===== src/common/tta_pkg.sv =====
`default_nettype none
package tta_pkg;
  localparam int CLK_HZ = 50_000_000;
  localparam int SLEEP_MS = 80;
  localparam int SLEEP_CYC = SLEEP_MS * (CLK_HZ / 1000);
  localparam int SEC_CYC = CLK_HZ;
  localparam int SUSTAIN_MS = 32;
  localparam int SUSTAIN_CYC = SUSTAIN_MS * (CLK_HZ / 1000);
  localparam int CANCEL_MS = 157;
  localparam int CANCEL_CYC = CANCEL_MS * (CLK_HZ / 1000);
  localparam logic [7:0] RECAL_S = 8'h3c;
  localparam logic [4:0] STRAP_CYC = 5'h10;
  localparam logic [16:0] THRESH = 17'h0000a;
  localparam logic [16:0] HYST = 17'h00002;
  localparam logic [2:0] DI_LAST = 3'h3;
  localparam logic [2:0] DRIFT_UP_DIV = 3'h7;
  localparam logic [17:0] BASE15_S = 18'h00384;
  localparam logic [17:0] BASE60_S = 18'h00e10;
  localparam logic [9:0] RC_STEP_S = 10'h00f;
  localparam logic [7:0] RC_MIN = 8'h04;
  localparam logic [7:0] RC_MAX = 8'hf0;
  localparam logic [4:0] MULT_HI = 5'h18;
  localparam logic signed [7:0] SPREAD_PM = 8'sh4b;
  localparam logic signed [7:0] SPREAD_STEP = 8'sh05;
  typedef enum logic [1:0] {
    TC_GND = 2'h0, TC_VDD = 2'h1, TC_OUT = 2'h2, TC_RC = 2'h3
  } tta_tcfg_t;
  typedef enum logic [4:0] {
    ST_INIT = 5'b00001,
    ST_CALW = 5'b00010,
    ST_SLEEP = 5'b00100,
    ST_MEAS = 5'b01000,
    ST_HOLD = 5'b10000
  } tta_state_t;
endpackage
`default_nettype wire


===== src/verilog/tta_top.sv =====
`default_nettype none
module tta_top #(
  parameter int SLEEP_CYC = tta_pkg::SLEEP_CYC,
  parameter int SEC_CYC = tta_pkg::SEC_CYC,
  parameter int SUSTAIN_CYC = tta_pkg::SUSTAIN_CYC,
  parameter int CANCEL_CYC = tta_pkg::CANCEL_CYC
) (
  // Clock and power-up reset
  input wire logic CORE_CLK,
  input wire logic RST_N,
  // Measurement front end
  output logic BURST_REQ,
  input wire logic SAMPLE_VALID,
  input wire logic [15:0] SAMPLE_DATA,
  output logic signed [7:0] OSC_DITHER,
  // Output pin and its polarity strap
  input wire logic OUT_PIN_I,
  output logic OUT_PIN_O,
  output logic OUT_PIN_OE_N,
  // Timeout strap classification
  input wire tta_pkg::tta_tcfg_t TIME_CFG,
  input wire logic [7:0] RC_COUNT,
  // Multiplier sense pin level
  input wire logic MULT_SENSE_PIN,
  // Status
  output logic OUTPUT_ON,
  output logic FAST_MODE
);
  import tta_pkg::*;

  tta_state_t st_q;
  logic [1:0] opin_s, mpin_s;
  logic [31:0] cnt_q, sec_cnt_q, dev_cnt_q;
  logic [4:0] strap_cnt_q;
  logic act_low_q, mult24_q, mult_ref_q, burst_q, on_q, pin_q, oe_n_q;
  tta_tcfg_t tcfg_q;
  logic [7:0] rc_q, recal_sec_q;
  logic [15:0] ref_q;
  logic [2:0] di_q, up_div_q;
  logic lat_q, dev_q, dir_q;
  logic signed [7:0] dith_q;
  logic [17:0] off_cnt_q, base_s, delay_s;
  logic inf_dly, tick, dev, meas_v, cal_v, det, release_lat, confirm;
  logic cancel, sustain, timeout, recal_pend, init_done;
  logic [16:0] samp_x, thr_lvl;

  // Pin synchronisers
  always_ff @(posedge CORE_CLK) begin
    if (!RST_N) begin
      opin_s <= 2'h0;
      mpin_s <= 2'h0;
    end else begin
      opin_s <= {opin_s[0], OUT_PIN_I};
      mpin_s <= {mpin_s[0], MULT_SENSE_PIN};
    end
  end

  assign init_done = (st_q == ST_INIT) && (strap_cnt_q == STRAP_CYC);

  // Strap capture after reset release
  always_ff @(posedge CORE_CLK) begin
    if (!RST_N) begin
      strap_cnt_q <= 5'h00;
      act_low_q <= 1'b0;
      mult24_q <= 1'b0;
      mult_ref_q <= 1'b0;
      tcfg_q <= TC_GND;
      rc_q <= 8'h00;
    end else if (st_q == ST_INIT) begin
      strap_cnt_q <= strap_cnt_q + 5'h01;
      if (init_done) begin
        act_low_q <= opin_s[1];
        mult24_q <= mpin_s[1];
        mult_ref_q <= mpin_s[1];
        tcfg_q <= TIME_CFG;
        rc_q <= RC_COUNT;
      end
    end
  end

  // Base delay in seconds and multiplier
  always_comb begin
    base_s = BASE60_S;
    inf_dly = 1'b0;
    case (tcfg_q)
      TC_GND: begin
        base_s = BASE15_S;
        inf_dly = !act_low_q;
      end
      TC_VDD: begin
        base_s = BASE15_S;
        inf_dly = act_low_q;
      end
      TC_OUT: base_s = BASE60_S;
      TC_RC: begin
        if (rc_q < RC_MIN) begin
          base_s = BASE60_S;
        end else if (rc_q > RC_MAX) begin
          inf_dly = 1'b1;
        end else begin
          base_s = 18'({10'h000, rc_q} * RC_STEP_S);
        end
      end
      default: base_s = BASE60_S;
    endcase
    delay_s = mult24_q ? 18'(base_s * MULT_HI) : base_s;
  end

  // One-second tick
  always_ff @(posedge CORE_CLK) begin
    if (!RST_N || sec_cnt_q == 32'(SEC_CYC - 1)) begin
      sec_cnt_q <= 32'h00000000;
    end else begin
      sec_cnt_q <= sec_cnt_q + 32'h00000001;
    end
  end
  assign tick = (sec_cnt_q == 32'(SEC_CYC - 1));

  // Override pulse measurement on multiplier strap
  assign dev = (st_q != ST_INIT) && (mpin_s[1] != mult_ref_q);
  always_ff @(posedge CORE_CLK) begin
    if (!RST_N) begin
      dev_q <= 1'b0;
      dev_cnt_q <= 32'h00000000;
    end else begin
      dev_q <= dev;
      if (!dev) begin
        dev_cnt_q <= 32'h00000000;
      end else if (dev_cnt_q != 32'(CANCEL_CYC)) begin
        dev_cnt_q <= dev_cnt_q + 32'h00000001;
      end
    end
  end
  assign cancel = dev && (dev_cnt_q == 32'(CANCEL_CYC - 1));
  assign sustain = dev_q && !dev && (dev_cnt_q >= 32'(SUSTAIN_CYC))
                   && (dev_cnt_q < 32'(CANCEL_CYC));

  // Detection and integrator
  assign meas_v = (st_q == ST_MEAS) && SAMPLE_VALID;
  assign cal_v = (st_q == ST_CALW) && SAMPLE_VALID;
  assign samp_x = {1'b0, SAMPLE_DATA};
  assign thr_lvl = {1'b0, ref_q} + THRESH;
  assign det = samp_x >= thr_lvl;
  assign release_lat = samp_x < (thr_lvl - HYST);
  assign confirm = meas_v && !lat_q && det && (di_q == DI_LAST);

  always_ff @(posedge CORE_CLK) begin
    if (!RST_N) begin
      ref_q <= 16'h0000;
      di_q <= 3'h0;
      lat_q <= 1'b0;
      up_div_q <= 3'h0;
    end else if (cal_v) begin
      ref_q <= SAMPLE_DATA;
      di_q <= 3'h0;
      lat_q <= 1'b0;
      up_div_q <= 3'h0;
    end else if (meas_v) begin
      if (lat_q) begin
        if (release_lat) begin
          lat_q <= 1'b0;
        end
      end else if (det) begin
        if (di_q == DI_LAST) begin
          di_q <= 3'h0;
          lat_q <= 1'b1;
        end else begin
          di_q <= di_q + 3'h1;
        end
      end else begin
        di_q <= 3'h0;
        if (di_q == 3'h0 && SAMPLE_DATA < ref_q) begin
          ref_q <= ref_q - 16'h0001;
        end else if (di_q == 3'h0 && SAMPLE_DATA > ref_q) begin
          up_div_q <= up_div_q + 3'h1;
          if (up_div_q == DRIFT_UP_DIV) begin
            ref_q <= ref_q + 16'h0001;
          end
        end
      end
    end
  end

  // Stuck detection timeout
  always_ff @(posedge CORE_CLK) begin
    if (!RST_N || !lat_q) begin
      recal_sec_q <= 8'h00;
    end else if (tick && recal_sec_q != RECAL_S) begin
      recal_sec_q <= recal_sec_q + 8'h01;
    end
  end
  assign recal_pend = (recal_sec_q == RECAL_S);

  // Sequencer
  always_ff @(posedge CORE_CLK) begin
    if (!RST_N) begin
      st_q <= ST_INIT;
      cnt_q <= 32'h00000000;
      burst_q <= 1'b0;
    end else begin
      burst_q <= 1'b0;
      cnt_q <= cnt_q + 32'h00000001;
      case (st_q)
        ST_INIT: begin
          if (init_done) begin
            st_q <= ST_CALW;
            burst_q <= 1'b1;
          end
        end
        ST_CALW: begin
          if (SAMPLE_VALID) begin
            st_q <= ST_SLEEP;
            cnt_q <= 32'h00000000;
          end
        end
        ST_MEAS: begin
          if (SAMPLE_VALID) begin
            if (!lat_q && det && !confirm) begin
              burst_q <= 1'b1;
            end else begin
              st_q <= ST_SLEEP;
              cnt_q <= 32'h00000000;
            end
          end
        end
        ST_SLEEP: begin
          if (dev) begin
            st_q <= ST_HOLD;
          end else if (recal_pend) begin
            st_q <= ST_CALW;
            burst_q <= 1'b1;
          end else if (cnt_q >= 32'(SLEEP_CYC - 1)) begin
            st_q <= ST_MEAS;
            burst_q <= 1'b1;
          end
        end
        ST_HOLD: begin
          if (!dev) begin
            st_q <= ST_CALW;
            burst_q <= 1'b1;
          end
        end
        default: st_q <= ST_INIT;
      endcase
    end
  end

  // Output state and auto-off counter
  assign timeout = on_q && !inf_dly && tick && (off_cnt_q <= 18'h00001);
  always_ff @(posedge CORE_CLK) begin
    if (!RST_N) begin
      on_q <= 1'b0;
    end else if (cancel || timeout) begin
      on_q <= 1'b0;
    end else if (confirm) begin
      on_q <= !on_q;
    end
  end

  always_ff @(posedge CORE_CLK) begin
    if (!RST_N) begin
      off_cnt_q <= 18'h00000;
    end else if ((confirm && !on_q) || (sustain && on_q)) begin
      off_cnt_q <= delay_s;
    end else if (on_q && !inf_dly && tick && off_cnt_q != 18'h00000) begin
      off_cnt_q <= off_cnt_q - 18'h00001;
    end
  end

  // Pin drive after strap read
  always_ff @(posedge CORE_CLK) begin
    if (!RST_N) begin
      pin_q <= 1'b0;
      oe_n_q <= 1'b1;
    end else begin
      pin_q <= on_q ^ act_low_q;
      oe_n_q <= (st_q == ST_INIT);
    end
  end

  // Spread-spectrum dither during bursts
  always_ff @(posedge CORE_CLK) begin
    if (!RST_N || !(st_q == ST_MEAS || st_q == ST_CALW)) begin
      dith_q <= 8'sh00;
      dir_q <= 1'b0;
    end else if (!dir_q) begin
      dith_q <= dith_q + SPREAD_STEP;
      dir_q <= (dith_q + SPREAD_STEP) >= SPREAD_PM;
    end else begin
      dith_q <= dith_q - SPREAD_STEP;
      dir_q <= !((dith_q - SPREAD_STEP) <= -SPREAD_PM);
    end
  end

  assign BURST_REQ = burst_q;
  assign OSC_DITHER = dith_q;
  assign OUT_PIN_O = pin_q;
  assign OUT_PIN_OE_N = oe_n_q;
  assign OUTPUT_ON = on_q;
  assign FAST_MODE = (di_q != 3'h0);
endmodule
`default_nettype wire


===== config.mk =====
export PLATFORM = sky130hd
export DESIGN_NAME = tta_top
export DESIGN_NICKNAME = d
export VERILOG_FILES = /design/src/common/tta_pkg.sv /design/src/verilog/tta_top.sv
export SDC_FILE = /design/constraint.sdc
export NUM_CORES = 1
export LEC_CHECK = 0
export BUFFER_PORTS_ARGS = -buffer_cell sky130_fd_sc_hd__clkbuf_2
export CAP_MARGIN = 5
export CORE_ASPECT_RATIO = 0.9
export CORE_MARGIN = 4
export CORE_UTILIZATION = 53
export CTS_BUF_LIST = sky130_fd_sc_hd__clkbuf_16
export DETAILED_ROUTE_END_ITERATION = 7
export GPL_TIMING_DRIVEN = 0
export PLACE_DENSITY = 0.7
export SLEW_MARGIN = 25
export SYNTH_ARGS = -nofsm -noshare
export SYNTH_HDL_FRONTEND = slang
export SYNTH_SLANG_ARGS = --single-unit

===== constraint.sdc =====
create_clock -name CORE_CLK -period 5.25 [get_ports CORE_CLK]
set_input_delay 0.2625 -clock CORE_CLK [delete_from_list [all_inputs] [get_ports CORE_CLK]]
set_output_delay 0.2625 -clock CORE_CLK [all_outputs]
set_load 0.02 [all_outputs]

### Word level (Yosys, flattened, before mapping)

Index checks and enable logic that the tools add are counted.

| cells by class | value |
|---|---|
| reduce and logical (&&, ||, !) cells | 54 |
| equal/unequal tests | 26 |
| $lt $le $gt $ge | 12 |
| bitwise operators | 5 |
| add/sub/neg operators | 14 |
| $mul | 2 |
| multiplexer cells | 45 |

Operators by type and width:

| operator | number |
|---|---|
| 2-to-1 mux 16 bit | 7 |
| adder 32 x 1 -> 32 bit, second input constant | 3 |
| 2-to-1 mux 32 bit | 3 |
| case mux 32 bit (2 select lines) | 1 |
| 2-to-1 mux 18 bit | 3 |
| case mux 18 bit (3 select lines) | 1 |
| 2-to-1 mux 5 bit | 8 |
| == test 32 x 23 -> 1 bit, second input constant | 1 |
| == test 32 x 26 -> 1 bit, second input constant | 1 |
| >= comparator 32 x 21 -> 1 bit, second input constant | 1 |
| >= comparator 32 x 22 -> 1 bit, second input constant | 1 |
| < comparator 32 x 23 -> 1 bit, second input constant | 1 |
| != test 32 x 23 -> 1 bit, second input constant | 1 |
| case mux 5 bit (5 select lines) | 1 |
| 2-to-1 mux 12 bit | 2 |
| logical AND 1 bit | 22 |
| less-or-equal comparator 18 x 1 -> 1 bit, second input constant | 1 |
| multiplier 18 x 2 -> 15 bit, second input constant | 1 |
| nonzero test 18 bit | 1 |
| subtractor 18 x 1 -> 18 bit, second input constant | 1 |
| adder 16 x 4 -> 17 bit, second input constant | 1 |
| >= comparator 16 x 17 -> 1 bit | 1 |
| < comparator 16 x 17 -> 1 bit | 1 |
| subtractor 17 x 2 -> 17 bit, second input constant | 1 |
| 47 further kinds | 93 |

| word-level totals | value |
|---|---|
| output and inout port bits | 13 |
| input bits | 31 |
| bits in registers | 185 |
| logic and storage cells | 182 |

### Longest topological paths before layout

| logic depth | value |
|---|---|
| word-level depth | 10 |
| depth in mapped cells | 19 |
| mapped depth without buffers | 19 |

### Least setup slack after synthesis

Ideal clock, no wire load.

| path | value |
|---|---|
| kind | register to register |
| start point | register rc_q[4] |
| end point | register off_cnt_q[15] |
| stages on the path, launching flop included | 16 |
| data required time | 5.128 ns |
| buffers on the path | 0 |
| period minus slack after synthesis | 4.073 ns |
| arrival time | 3.951 ns |
| setup slack | 1.177 ns |
| library setup time | 0.122 ns |
| path through | dfxtp_1 > inv_1 > fa_1 > fa_1 > inv_1 > ha_1 > a21oi_1 > nor2b_1 > nor3_1 > nor3_1 > o2111a_1 > nor4_1 > ha_1 > o31ai_1 > xnor2_1 > o21ai_0 |

| between the ends | value |
|---|---|
| longest elaborated chain between the ends | 9 |
| elaborated cells between the ends (all ways) | 17 |
| those cells by class | 2 x mul; 2 x order compare; 8 x mux; 5 x reduce/logical |

RTL lines:

| what | line | text |
|---|---|---|
| start, declared | tta_top.sv:37 | `logic [7:0] rc_q, recal_sec_q;` |
| start signal, assigned | tta_top.sv:68 | `rc_q <= 8'h00;` |
| start signal, assigned | tta_top.sv:76 | `rc_q <= RC_COUNT;` |
| branches (longest 9 deep; another with multiplier 18 x 2 -> 15 bit) | -- |  |
| end signal, assigned | tta_top.sv:264 | `off_cnt_q <= delay_s;` |
| end signal, assigned | tta_top.sv:266 | `off_cnt_q <= off_cnt_q - 18'h00001;` |
| end, declared | tta_top.sv:42 | `logic [17:0] off_cnt_q, base_s, delay_s;` |

Parallel ways; which one is timed is not known. The select of a mux whose other input is x is not followed.
A chain may end at the register's enable or synchronous reset.

### Worst setup path in the final report

| path | value |
|---|---|
| start point | register rc_q[2] |
| end point | register off_cnt_q[15] |

The elaborated chain is that of the path after synthesis.

==> run summary <==
The run finished with clean final reports. In the layout the commonest cells are sky130_fd_sc_hd__nor2_1 (202), sky130_fd_sc_hd__dfxtp_1 (185), sky130_fd_sc_hd__nand2_1 (122). The logs give 29.6% for the sequential area share after synthesis and 0 for the number of nets with antenna violations after routing. The endpoint identified for the worst register-to-register timing path is off_cnt_q[15]. The area growth from synthesis to layout is 9.87%. The most used routing layer is met2. The tools report the wire length of the first global-routing pass as 47.4 mm. The number of hold violations in the final report came out at 0.

The number of nets handed over by synthesis was 1709. The floorplan has 53 rows. The total track usage was 21.5%. The run gives 3.57% as the met3 routing resource usage after global routing. The worst setup path is captured at a flop.

The tools report the data required time at the worst endpoint as 5580 ps. Across the VDD grid, the largest voltage drop is 0.168 mV. In this run the standard cell core region covers 23300 sq um. The pre-CTS setup slack came out at 494 ps. Once placement completed, the tool counted placed cells totaling 1893. Power density of the placed cells: 225 nW/um^2. Clock tree synthesis found a total of 185 sinks.

The quantity of I/O buffers inserted on ports is 42. The startpoint identified for the worst register-to-register timing path is rc_q[2]. Summed over all cells, the static leakage comes to 5.32 nW. In this run the vertical extent of the chip is 154 microns. The effective utilization at floorplan is 53.7%, and the final period demand of the worst path is 4700 ps. Setup repair after global routing left no endpoint under its margin. Dividing the final minimum period by the clock period gives 89.5%. Following the worst setup path forward leads to its endpoint at off_cnt_q[15]. For this block, the via count after detailed routing is 10653.

For the final HPWL from detailed placement, the log shows 21.2 mm. Summing internal, switching and leakage power gives 3.09 mW. The number of cells on the worst reg-to-reg path is 15. In the routed design, unresolved DRC markers number 0.

Number of different library cells in the post-synthesis netlist: 80. The number of warnings reported in the yosys synthesis log is 0, and the post-layout instance area is 13700 sq um. For the worst-skew pair, the clock arrives at the later sink with an insertion delay of 440 ps. For the pin with the worst max-slew slack, the measured transition is 952 ps. The floorplan step defined a die boundary enclosing 26100 sq um.

The worst setup path is of the reg2reg kind. The proportion of register bits with asynchronous set or reset after synthesis is 0%, and the CTS buffer count is 17. The path class of the lowest-slack min-delay path was in2reg. For this run, the top clock speed supported by timing is 213 MHz.

At the end of the flow the core is filled with cells to 59.0%. Global routing used 31.1% of the available met1 tracks. Dividing the detail-routed via count by the number of cells gives 5.53.

0 antenna diodes ended up in the layout. The count of non-filler cells in the finished layout was 1925; the via count of the first global-routing pass was 9984. The initial antenna violation count is 0.

The number of register bits inferred by synthesis is 185, and the final net count is 1770. After detailed placement, the total cell area comes to 13100 sq um. Leading register cell type out of synthesis: sky130_fd_sc_hd__dfxtp_1.

The root buffer cell chosen for the clock tree is sky130_fd_sc_hd__clkbuf_16. The placer's final routability congestion estimate is 0.880. The logs give 0 for the max-slew violation total from the final report and 5 for the iteration count of the initial detailed-routing pass.

The tools report the worst setup path startpoint as rc_q[2]. The worst clock skew is 16.0 ps, and the number of enable-type register cells in the synthesized netlist is 0. The floorplan step set the die width to 170 microns. The worst pin sits at a relative slew slack of 35.9%. Summed over all layers, the routed wires come to 27.7 mm.

The top-level I/O count is 44, and the final setup TNS is 0 ps. Mean cell area of the mapped netlist: 8.07 sq um. The largest buffer count on any clock path was 2; the share of post-route cells with drive strength above 1 was 6.90%.

Number of cells produced by synthesis: 1549. TritonCTS built the clock tree. The run gives 0 as the remaining global-route overflow.

The startpoint class of the critical path is a flop. The H-tree depth reported by CTS came out at 4. The most common cell after layout, fill and taps aside was sky130_fd_sc_hd__nor2_1. For this block, the initial DRC count from the detailed router was 784. The tools report the largest net degree at the start of global routing as 20. Data arrives at the worst endpoint at 5030 ps.

The run gives 0 as the total of max-cap violations. Setup violations remaining at the end of the flow were counted as 0. After clock tree synthesis, the clock-pin slew on the worst setup and hold paths is 80 ps.

The run gives 12500 sq um as the post-synthesis instance area. The tools report the final-layout worst hold slack as 24.6 ps. After clock tree synthesis, the setup repair step added 0 buffers.

The worst-case register-to-register setup slack is 550 ps, and the routed wire length per instance is 14.4 microns. The met2 track demand over resource in global routing was 33.1%. Fill cells in the final layout number 2114. The largest fanout of any net on the critical path was 5. In the post-route analysis, the smallest setup slack over all paths is 550 ps.
[metal layers]
layer / vias up / wire (microns)
met5: - / 0
met4: 0 / 467
met3: 30 / 1060
met2: 177 / 12000
met1: 4925 / 14200
li1: 5521 / -
[flip-flops by register name (all words and copies together) (netlist names), 3 cells and up]
name,cells
up_div_q,3
recal_sec_q,8
off_cnt_q,18
di_q,3
OSC_DITHER,8
strap_cnt_q,5
ref_q,16
rc_q,8
st_q,5
sec_cnt_q,32
cnt_q,32
dev_cnt_q,32
[synth_stat cells (4+ instances only)]
cell type | n | area (sq um)
sky130_fd_sc_hd__fa_1 | 15 | 300
sky130_fd_sc_hd__nor4_1 | 22 | 138
sky130_fd_sc_hd__xnor2_1 | 94 | 823
sky130_fd_sc_hd__inv_1 | 92 | 345
sky130_fd_sc_hd__and4_1 | 10 | 87.6
sky130_fd_sc_hd__a21oi_1 | 102 | 510
sky130_fd_sc_hd__dfxtp_1 | 185 | 3700
sky130_fd_sc_hd__a211oi_1 | 15 | 113
sky130_fd_sc_hd__and3_1 | 18 | 113
sky130_fd_sc_hd__or4_1 | 4 | 30.0
sky130_fd_sc_hd__nor3_1 | 45 | 225
sky130_fd_sc_hd__o22ai_1 | 5 | 31.3
sky130_fd_sc_hd__nand2_1 | 122 | 458
sky130_fd_sc_hd__a21o_1 | 17 | 128
sky130_fd_sc_hd__and2_1 | 10 | 62.6
sky130_fd_sc_hd__nor2b_1 | 19 | 119
sky130_fd_sc_hd__o31ai_1 | 4 | 30.0
sky130_fd_sc_hd__buf_2 | 4 | 20.0
sky130_fd_sc_hd__ha_1 | 114 | 1430
sky130_fd_sc_hd__a31oi_1 | 7 | 43.8
sky130_fd_sc_hd__mux2i_1 | 11 | 110
sky130_fd_sc_hd__o21a_1 | 7 | 52.6
sky130_fd_sc_hd__nand2b_1 | 19 | 119
sky130_fd_sc_hd__nor2_1 | 202 | 758
sky130_fd_sc_hd__clkbuf_1 | 37 | 139
sky130_fd_sc_hd__xor2_1 | 85 | 744
sky130_fd_sc_hd__or3_1 | 16 | 100
sky130_fd_sc_hd__o21ai_0 | 63 | 315
sky130_fd_sc_hd__nand4_1 | 35 | 219
sky130_fd_sc_hd__nand3_1 | 81 | 405
sky130_fd_sc_hd__o211ai_1 | 4 | 30.0
sky130_fd_sc_hd__or2_2 | 6 | 37.5
[layout make-up]
| type | count | area (sq um) | share of cell area (%) |
|---|---|---|---|
| Inverter | 93 | 349 | 2.54 |
| Sequential cell | 185 | 3700 | 27.0 |
| Tap cell | 302 | 378 | 2.75 |
| Multi-Input combinational cell | 1224 | 8260 | 60.2 |
| Clock buffer | 17 | 425 | 3.10 |
| Buffer | 47 | 198 | 1.44 |
| Clock inverter | 15 | 204 | 1.49 |
| Timing Repair Buffer | 42 | 210 | 1.53 |
[worst min-delay path by stage]
stage | from | endpoint | cells past startpoint
global route | OUT_PIN_I | opin_s[0] | 2
global placement | opin_s[0] | opin_s[1] | 1
finish | OUT_PIN_I | opin_s[0] | 2
floorplan | MULT_SENSE_PIN | mpin_s[0] | 1
detailed placement | opin_s[0] | opin_s[1] | 1
CTS | OUT_PIN_I | opin_s[0] | 2
[cell families (layout without fill, tap and decap cells)]
logic type,Yosys count,after routing,share of synthesized area [%]
adders and majority gates,129,129,13.8
buffers and inverters,140,214,4.38
muxes,12,12,0.971
and+or+nand+nor,635,635,25.3
xor gates and xnor gates,179,179,12.5
DFF,185,185,29.6
AOI/OAI and AO/OA,269,269,13.3
[where the power goes]
| group | leakage, nW | switching, mW | internal [mW] |
|---|---|---|---|
| combinational | 3.52 | 0.180 | 0.106 |
| sequential | 1.49 | 0.0218 | 1.43 |
| clock | 0.307 | 0.628 | 0.733 |
[critical path, stage by stage (launching register included)]
cell and delay (ps):
sky130_fd_sc_hd__dfxtp_1 440, sky130_fd_sc_hd__inv_1 140, sky130_fd_sc_hd__fa_1 510, sky130_fd_sc_hd__fa_1 510, sky130_fd_sc_hd__inv_1 40, sky130_fd_sc_hd__ha_1 360
sky130_fd_sc_hd__a21oi_1 150, sky130_fd_sc_hd__nor2b_1 70, sky130_fd_sc_hd__nor3_1 240, sky130_fd_sc_hd__nor3_1 130, sky130_fd_sc_hd__o2111a_1 250, sky130_fd_sc_hd__nor4_1 810
sky130_fd_sc_hd__ha_1 380, sky130_fd_sc_hd__o31ai_1 300, sky130_fd_sc_hd__xnor2_1 160, sky130_fd_sc_hd__o21ai_0 90
[what timing repair did]
action	in CTS	in global routing
endpoints found under the setup margin	0	1
hold endpoints to repair	0	0
hold buffers	0	0
gates resized for setup	0	1
(Power assumes the default switching activity.)
